**src/hdl/spi_slave_pkg.sv**
```systemverilog
// constants shared by the serial slave engine
package spi_slave_pkg;
  // ------------------------------------------------------------
  // select-mode encodings {select_mode_hi, select_mode_lo}
  // ------------------------------------------------------------
  localparam logic [1:0] SELECT_MODE_3WIRE = 2'h0;
  localparam logic [1:0] SELECT_MODE_4WIRE = 2'h1;
  localparam logic [1:0] SELECT_MODE_RESET = 2'h1;
  // ------------------------------------------------------------
  // byte framing and reset values
  // ------------------------------------------------------------
  localparam int BITS_PER_BYTE = 8;
  localparam logic [2:0] BIT_COUNT_LAST = 3'h7;
  localparam logic [2:0] BIT_COUNT_RESET = 3'h0;
  localparam logic [7:0] DATA_RESET = 8'h00;
  // ------------------------------------------------------------
  // master rate limit: lower of half the core clock and 12.5 MHz
  // ------------------------------------------------------------
  localparam int CORE_CLK_KHZ = 200000;
  localparam int MASTER_MAX_KHZ = 12500;
  localparam int MASTER_MIN_DIV_HALF = CORE_CLK_KHZ / 2 > MASTER_MAX_KHZ ?
    (CORE_CLK_KHZ + 2 * MASTER_MAX_KHZ - 1) / (2 * MASTER_MAX_KHZ) : 1;
  localparam logic [7:0] RATE_RESET = 8'h00;
endpackage

```
**src/hdl/spi_slave_engine.sv**
```systemverilog
// serial peripheral slave engine with status flags
// ------------------------------------------------------------
// ------------------------------------------------------------
`timescale 1ns/100ps
module spi_slave_engine
(
  input wire logic core_clk,
  input wire logic srst,
  input wire logic sck,
  input wire logic mosi,
  input wire logic slave_select_n,
  output logic miso_out,
  output logic miso_oe,
  input wire logic interface_enable_set,
  input wire logic interface_enable_clr,
  input wire logic master_enable_set,
  input wire logic master_enable_clr,
  input wire logic select_mode_hi,
  input wire logic select_mode_lo,
  input wire logic clock_phase_bit,
  input wire logic clock_polarity_bit,
  input wire logic [7:0] serial_rate_reg,
  input wire logic data_wr,
  input wire logic [7:0] data_wdata,
  input wire logic data_rd,
  input wire logic done_clr,
  input wire logic collision_clr,
  input wire logic fault_clr,
  input wire logic overrun_clr,
  output logic [7:0] rx_data,
  output logic interface_enable_bit,
  output logic master_enable_bit,
  output logic xfer_done_flag,
  output logic write_collision_flag,
  output logic master_fault_flag,
  output logic rx_overrun_flag,
  output logic tx_buf_empty,
  output logic busy,
  output logic [7:0] master_rate_div
);
  logic sck_lvl;
  logic sck_rise;
  logic sck_fall;
  logic ss_lvl;
  logic ss_fall;
  logic mosi_lvl;
  logic [1:0] select_mode;
  logic slave_mode;
  logic selected;
  logic sck_edge_ok;
  logic lead_edge;
  logic trail_edge;
  logic sample_edge;
  logic shift_edge;
  logic byte_end;
  logic mode_fault;
  logic [2:0] bit_cnt_reg;
  logic [7:0] shift_reg;
  logic [7:0] tx_buf_reg;
  logic shift_full_reg;
  logic active_reg;
  logic rx_full_reg;
  logic sampled_bit_reg;
  logic [7:0] rx_next;

  // ------------------------------------------------------------
  // input synchronisers
  // ------------------------------------------------------------
  sync_edge #(.INIT(1'b0)) u_sck_sync
  (
    .core_clk(core_clk),
    .srst(srst),
    .async_in(sck),
    .level(sck_lvl),
    .rise(sck_rise),
    .fall(sck_fall)
  );

  sync_edge #(.INIT(1'b1)) u_ss_sync
  (
    .core_clk(core_clk),
    .srst(srst),
    .async_in(slave_select_n),
    .level(ss_lvl),
    .rise(),
    .fall(ss_fall)
  );

  sync_edge #(.INIT(1'b0)) u_mosi_sync
  (
    .core_clk(core_clk),
    .srst(srst),
    .async_in(mosi),
    .level(mosi_lvl),
    .rise(),
    .fall()
  );

  // ------------------------------------------------------------
  // mode decode
  // ------------------------------------------------------------
  assign select_mode = {select_mode_hi, select_mode_lo};
  assign slave_mode = interface_enable_bit & ~master_enable_bit;
  // three-wire: always selected; four-wire: selected while select low
  assign selected = (select_mode == spi_slave_pkg::SELECT_MODE_3WIRE) ? 1'b1 :
    (select_mode == spi_slave_pkg::SELECT_MODE_4WIRE) ? ~ss_lvl : 1'b0;
  assign sck_edge_ok = slave_mode & selected;
  // leading edge is rising when idle low; polarity flips it
  assign lead_edge = clock_polarity_bit ? sck_fall : sck_rise;
  assign trail_edge = clock_polarity_bit ? sck_rise : sck_fall;
  assign sample_edge = sck_edge_ok & (clock_phase_bit ? trail_edge : lead_edge);
  assign shift_edge = sck_edge_ok & (clock_phase_bit ? lead_edge : trail_edge);
  assign byte_end = sample_edge & (bit_cnt_reg == spi_slave_pkg::BIT_COUNT_LAST);
  assign mode_fault = master_enable_bit & interface_enable_bit &
    (select_mode == spi_slave_pkg::SELECT_MODE_4WIRE) & ~ss_lvl;
  assign rx_next = {shift_reg[6:0], mosi_lvl};

  // ------------------------------------------------------------
  // enables; a mode fault clears both
  // ------------------------------------------------------------
  always_ff @(posedge core_clk)
  begin
    if (srst)
    begin
      interface_enable_bit <= 1'b0;
      master_enable_bit <= 1'b0;
    end
    else if (mode_fault)
    begin
      interface_enable_bit <= 1'b0;
      master_enable_bit <= 1'b0;
    end
    else
    begin
      if (interface_enable_set)
        interface_enable_bit <= 1'b1;
      else if (interface_enable_clr)
        interface_enable_bit <= 1'b0;
      if (master_enable_set)
        master_enable_bit <= 1'b1;
      else if (master_enable_clr)
        master_enable_bit <= 1'b0;
    end
  end

  // ------------------------------------------------------------
  // bit counter
  // ------------------------------------------------------------
  always_ff @(posedge core_clk)
  begin
    if (srst || !interface_enable_bit)
      bit_cnt_reg <= spi_slave_pkg::BIT_COUNT_RESET;
    else if (select_mode == spi_slave_pkg::SELECT_MODE_4WIRE && ss_fall)
      bit_cnt_reg <= spi_slave_pkg::BIT_COUNT_RESET;
    else if (sample_edge)
      bit_cnt_reg <= bit_cnt_reg + 3'h1;
  end

  // ------------------------------------------------------------
  // transfer activity: set on first edge, ends with the byte
  // ------------------------------------------------------------
  always_ff @(posedge core_clk)
  begin
    if (srst || !interface_enable_bit)
      active_reg <= 1'b0;
    else if (byte_end || (select_mode == spi_slave_pkg::SELECT_MODE_4WIRE && ss_fall))
      active_reg <= 1'b0;
    else if (sample_edge || (shift_edge && clock_phase_bit))
      active_reg <= 1'b1;
  end

  // ------------------------------------------------------------
  // transmit buffer and shift register
  // ------------------------------------------------------------
  always_ff @(posedge core_clk)
  begin
    if (srst)
    begin
      tx_buf_reg <= spi_slave_pkg::DATA_RESET;
      tx_buf_empty <= 1'b1;
      shift_reg <= spi_slave_pkg::DATA_RESET;
      shift_full_reg <= 1'b0;
      sampled_bit_reg <= 1'b0;
    end
    else
    begin
      if (sample_edge)
        sampled_bit_reg <= mosi_lvl;
      if (byte_end)
      begin
        shift_reg <= tx_buf_empty ? rx_next : tx_buf_reg;
        shift_full_reg <= ~tx_buf_empty;
        tx_buf_empty <= 1'b1;
      end
      else
      begin
        if (shift_edge && bit_cnt_reg != spi_slave_pkg::BIT_COUNT_RESET)
          shift_reg <= {shift_reg[6:0], sampled_bit_reg};
        if (data_wr && tx_buf_empty)
        begin
          // empty idle shifter takes the byte at once; a frozen one waits
          if (!shift_full_reg && !active_reg)
          begin
            shift_reg <= data_wdata;
            shift_full_reg <= 1'b1;
          end
          else
          begin
            tx_buf_reg <= data_wdata;
            tx_buf_empty <= 1'b0;
          end
        end
        else if (!tx_buf_empty && !shift_full_reg && !active_reg)
        begin
          shift_reg <= tx_buf_reg;
          shift_full_reg <= 1'b1;
          tx_buf_empty <= 1'b1;
        end
      end
    end
  end

  // ------------------------------------------------------------
  // receive buffer with overrun protection
  // ------------------------------------------------------------
  always_ff @(posedge core_clk)
  begin
    if (srst)
    begin
      rx_data <= spi_slave_pkg::DATA_RESET;
      rx_full_reg <= 1'b0;
    end
    else if (byte_end && (!rx_full_reg || data_rd))
    begin
      rx_data <= rx_next;
      rx_full_reg <= 1'b1;
    end
    else if (data_rd)
      rx_full_reg <= 1'b0;
  end

  // ------------------------------------------------------------
  // sticky flags: a set in the clear cycle wins
  // ------------------------------------------------------------
  always_ff @(posedge core_clk)
  begin
    if (srst)
    begin
      xfer_done_flag <= 1'b0;
      write_collision_flag <= 1'b0;
      master_fault_flag <= 1'b0;
      rx_overrun_flag <= 1'b0;
    end
    else
    begin
      xfer_done_flag <= byte_end | (xfer_done_flag & ~done_clr);
      write_collision_flag <= (data_wr & ~tx_buf_empty) | (write_collision_flag & ~collision_clr);
      master_fault_flag <= mode_fault | (master_fault_flag & ~fault_clr);
      rx_overrun_flag <= (byte_end & rx_full_reg & ~data_rd) | (rx_overrun_flag & ~overrun_clr);
    end
  end

  // ------------------------------------------------------------
  // registered outputs
  // ------------------------------------------------------------
  always_ff @(posedge core_clk)
  begin
    if (srst)
    begin
      miso_out <= 1'b0;
      miso_oe <= 1'b0;
      busy <= 1'b0;
      master_rate_div <= spi_slave_pkg::RATE_RESET;
    end
    else
    begin
      miso_out <= shift_reg[7];
      miso_oe <= slave_mode & selected;
      busy <= active_reg;
      // only a master would use it; slave timing follows the far clock alone
      master_rate_div <= (serial_rate_reg < 8'(spi_slave_pkg::MASTER_MIN_DIV_HALF)) ?
        8'(spi_slave_pkg::MASTER_MIN_DIV_HALF) : serial_rate_reg;
    end
  end

  // ------------------------------------------------------------
  // checks
  // ------------------------------------------------------------
  a_done_on_byte: assert property (@(posedge core_clk) disable iff (srst)
    byte_end |=> xfer_done_flag)
    else $error("done flag not set after byte");
  a_done_sticky: assert property (@(posedge core_clk) disable iff (srst)
    xfer_done_flag && !done_clr |=> xfer_done_flag)
    else $error("done flag cleared without software");
  a_collision_keep: assert property (@(posedge core_clk) disable iff (srst)
    data_wr && !tx_buf_empty && !byte_end |=> write_collision_flag && tx_buf_reg == $past(tx_buf_reg))
    else $error("colliding write altered buffer");
  a_fault_disables: assert property (@(posedge core_clk) disable iff (srst)
    mode_fault |=> master_fault_flag && !interface_enable_bit && !master_enable_bit)
    else $error("mode fault did not disable");
  a_overrun_keeps: assert property (@(posedge core_clk) disable iff (srst)
    byte_end && rx_full_reg && !data_rd |=> rx_overrun_flag && $stable(rx_data))
    else $error("overrun replaced receive byte");
  a_ss_clears_cnt: assert property (@(posedge core_clk) disable iff (srst)
    interface_enable_bit && select_mode == spi_slave_pkg::SELECT_MODE_4WIRE && ss_fall
      |=> bit_cnt_reg == spi_slave_pkg::BIT_COUNT_RESET)
    else $error("select fall did not clear counter");
  a_sck_ignored: assert property (@(posedge core_clk) disable iff (srst)
    select_mode == spi_slave_pkg::SELECT_MODE_4WIRE && ss_lvl && interface_enable_bit
      |=> $stable(bit_cnt_reg))
    else $error("counter moved while unselected");
  a_miso_tristate: assert property (@(posedge core_clk) disable iff (srst)
    !interface_enable_bit ##1 !interface_enable_bit |-> !miso_oe)
    else $error("data-out driven while disabled");
endmodule // spi_slave_engine

```
**src/hdl/sync_edge.sv**
```systemverilog
// two-flop synchroniser with edge detection on the synchronised level
`timescale 1ns/100ps
module sync_edge
#(
  parameter logic INIT = 1'b0
)
(
  input wire logic core_clk,
  input wire logic srst,
  input wire logic async_in,
  output logic level,
  output logic rise,
  output logic fall
);
  logic meta_reg;
  logic sync_reg;
  logic prev_reg;

  // ------------------------------------------------------------
  // synchroniser; the first stage feeds only the second
  // ------------------------------------------------------------
  always_ff @(posedge core_clk)
  begin
    if (srst)
    begin
      meta_reg <= INIT;
      sync_reg <= INIT;
      prev_reg <= INIT;
    end
    else
    begin
      meta_reg <= async_in;
      sync_reg <= meta_reg;
      prev_reg <= sync_reg;
    end
  end

  assign level = sync_reg;
  assign rise = sync_reg & ~prev_reg;
  assign fall = ~sync_reg & prev_reg;
endmodule // sync_edge

```
**config.mk**
```make
export PLATFORM = sky130hd
export DESIGN_NAME = spi_slave_engine
export DESIGN_NICKNAME = d
export VERILOG_FILES = /design/src/hdl/spi_slave_pkg.sv /design/src/hdl/spi_slave_engine.sv /design/src/hdl/sync_edge.sv
export SDC_FILE = /design/constraint.sdc
export NUM_CORES = 1
export LEC_CHECK = 0
export BUFFER_PORTS_ARGS = -buffer_cell sky130_fd_sc_hd__buf_2
export CAP_MARGIN = 10
export CORE_MARGIN = 2
export CORE_UTILIZATION = 53
export DETAILED_ROUTE_END_ITERATION = 16
export GPL_ROUTABILITY_DRIVEN = 1
export PLACE_DENSITY_LB_ADDON = 0.05
export SETUP_SLACK_MARGIN = 0.15
export SLEW_MARGIN = 25
export SYNTH_ARGS = -nofsm -noshare
export SYNTH_HDL_FRONTEND = slang
export SYNTH_SLANG_ARGS = --single-unit
```
**constraint.sdc**
```tcl
create_clock -name core_clk -period 2.4 [get_ports core_clk]
set_input_delay 0.48 -clock core_clk [delete_from_list [all_inputs] [get_ports core_clk]]
set_output_delay 0.48 -clock core_clk [all_outputs]
set_load 0.02 [all_outputs]
```
==> run metrics <==
fillers=434; CP required=2.62 ns; Die Footprint=5317 sq um; synthesized area=2517 sq um; first-pass GRT wire length=9584 um; post-synth net total=331; clock-pin slew on the worst setup and hold paths=0.06 ns; highest-count cells in the layout ignoring fill and taps=buf_2 (60), dfxtp_1 (57), nand2_1 (35), a21oi_1 (33), nor2_1 (28); Worst EP arrival=2.27 ns; root buf cell=clkbuf_8; nets=394; # DRC=0; Crit Path Category=flop to flop; Synth Instances=293; hold depth=2; final worst path period share=85.29%; final hold violation count=0; DR pass1 iterations=4; crit path cell chain=nor2b_1 -> o221ai_1 -> buf_4 -> nor4_1 -> a211oi_1 -> o31a_1; most common cell after layout, fill and taps aside=buf_2; WP buf/inv=1; Worst-Margin Slew=0.7143 ns; pre-CTS setup slack=0.2955 ns; RR Endpoint=shift_reg[1]; TritonCTS buffer count=9; initial antenna violation count=0; global route overflow=0; endpoints failing setup=0; io pins=61; Synth area leaders=dfxtp_1 (45%), a21oi_1 (6.6%), nand2_1 (5.2%), mux2i_1 (4.4%), nor2_1 (4.2%); Yosys top cell by area=dfxtp_1; reg-to-reg slack, setup=0.35 ns; Slew Limit Fails=0; die boundary width=72.92 um; worst hold endpoint=u_ss_sync.meta_reg; Post-CTS Hold Buffers=0; relative slew slack=52.09%; overall power=1.948 mW; vias in the first global route=2048; HPWL after DPL=3981 um; CP max FO=8; WP depth=6; Synth Warn #=0; distinct cell type count after synthesis=42; slowest stage delay, CP=0.40 ns; max-capacitance violation count=0; # port buffers=60; Die Y=72.92 um; final wirelength=5652 um; CTS Buffer Depth=2; CP startpoint kind=flop; drt initial violations=149; antenna diode count=0; hold crit path type=input pin to flop; Clock Skew=0.004980 ns; Final WS setup=0.3529 ns; row count=25; slowest library cell on the worst path=dfxtp_1; TNS Setup=0 ns; Antenna Nets Post-Route=0; register area share after synthesis=45.33%; Core ar.=4661 sq um; vias per inst=5.428; largest net degree at the start of global routing=35; syn_area_per_cell=8.592 sq um; WL/cell=13.75 um; worst reg-to-reg path cell count=6; Setup Buffers After CTS=0; gp weighted congestion=0.8462; Synth top area share=45.33%; Power Density=641.3 nW/um^2; peak supply drop=443.2 uV; min cycle time layout=2.047 ns; Worst-Skew Late Latency=0.33 ns; GRT Overall Usage=23.94%; CP Capture Type=flop; PostCTS Resize Cnt=0; status=complete, no violations; Starting Density=54.01%; Hold Startpoint=slave_select_n; H-tree levels=3; number of synthesized register bits=57; fmax=488.5 MHz; share of post-route cells with drive strength above 1=27.45%; DR vias=2231; Reg-to-Reg Start=u_sck_sync.level; CTS tree=built; CTS Sinks=57; area grow syn2layout=20.68%; cell family with most CP delay=simple AND/OR/NAND/NOR gates; LEAKAGE=1.300 nW; RSZ-0062 raised after global routing=no
-- synth_stat cells, drive strengths merged --
cell type / instances
nor4: 2
a211o: 1
xor2: 1
nor2: 28
mux2i: 11
nand3: 10
a22oi: 1
or2b: 1
o2111ai: 1
nand4: 1
a31o: 7
clkbuf: 12
o22a: 1
nand2: 35
o221ai: 1
or2: 4
ha: 3
dfxtp: 57
a21oi: 33
and3: 3
o221a: 1
nand2b: 4
and2: 5
nand3b: 1
xnor2: 2
nor2b: 13
o21ai: 11
inv: 10
nor3: 3
a311oi: 3
a211oi: 3
o31a: 8
mux2: 1
o311a: 1
nor3b: 2
buf: 5
and4: 7
-- worst reg2reg max path, cell delays in order (launching register included) --
cell      delay (ns)
dfxtp_1         0.40
nor2b_1         0.37
o221ai_1        0.17
buf_4           0.19
nor4_1          0.39
a211oi_1        0.13
o31a_1          0.28
-- metrics by stage --
stage               util [%]  instances  area [sq um]  hold WS (ns)
finish                 65.18        411          3038        0.3317
global route           65.18        411          3038        0.3211
CTS                    65.18        411          3038        0.3131
detailed placement     61.83        399          2882        0.4030
global placement       61.83        399          2882        0.4039
floorplan                  -        293          2517        0.3895
-- routing by layer --
metal  global-route usage [%]  wire length, um
met4                    14.61              153
met5                        0                0
met2                    36.36             2670
met3                    6.354              232
met1                    30.32             2596
-- cell families after synthesis --
family                     count (synthesis)  share of synthesized area (%)
muxes                                     12                          4.970
AOI/OAI and AO/OA                         72                          19.19
and+or+nand+nor                          119                          23.66
DFF                                       57                          45.33
buffers and inverters                     27                          4.324
adders and majority gates                  3                          1.491
xor gates and xnor gates                   3                          1.044
-- layout make-up --
| cell class | instances | area (sq um) | area share [%] |
|---|---|---|---|
| clock inverter | 1 | 5.005 | 0.1647 |
| timing repair buffer | 69 | 367.9 | 12.11 |
| multi-input combinational | 209 | 1267 | 41.72 |
| inverter | 10 | 37.54 | 1.236 |
| clock buffer | 11 | 151.4 | 4.984 |
| sequential | 57 | 1141 | 37.56 |
| tap | 54 | 67.56 | 2.224 |
-- worst max path at each step --
stage | from | end
3_3_place_gp | clock_polarity_bit | tx_buf_reg[1]
2_1_floorplan | clock_polarity_bit | tx_buf_reg[0]
3_5_place_dp | clock_polarity_bit | tx_buf_reg[0]
4_1_cts | u_sck_sync.level | shift_reg[1]
5_1_grt | u_sck_sync.level | shift_reg[1]
6_report | u_sck_sync.level | shift_reg[1]
-- where the power goes --
group | internal [mW] | switching [mW]
registers | 0.980 | 0.0245
clock network | 0.405 | 0.335
logic | 0.0917 | 0.112
(Power assumes the default switching activity.)
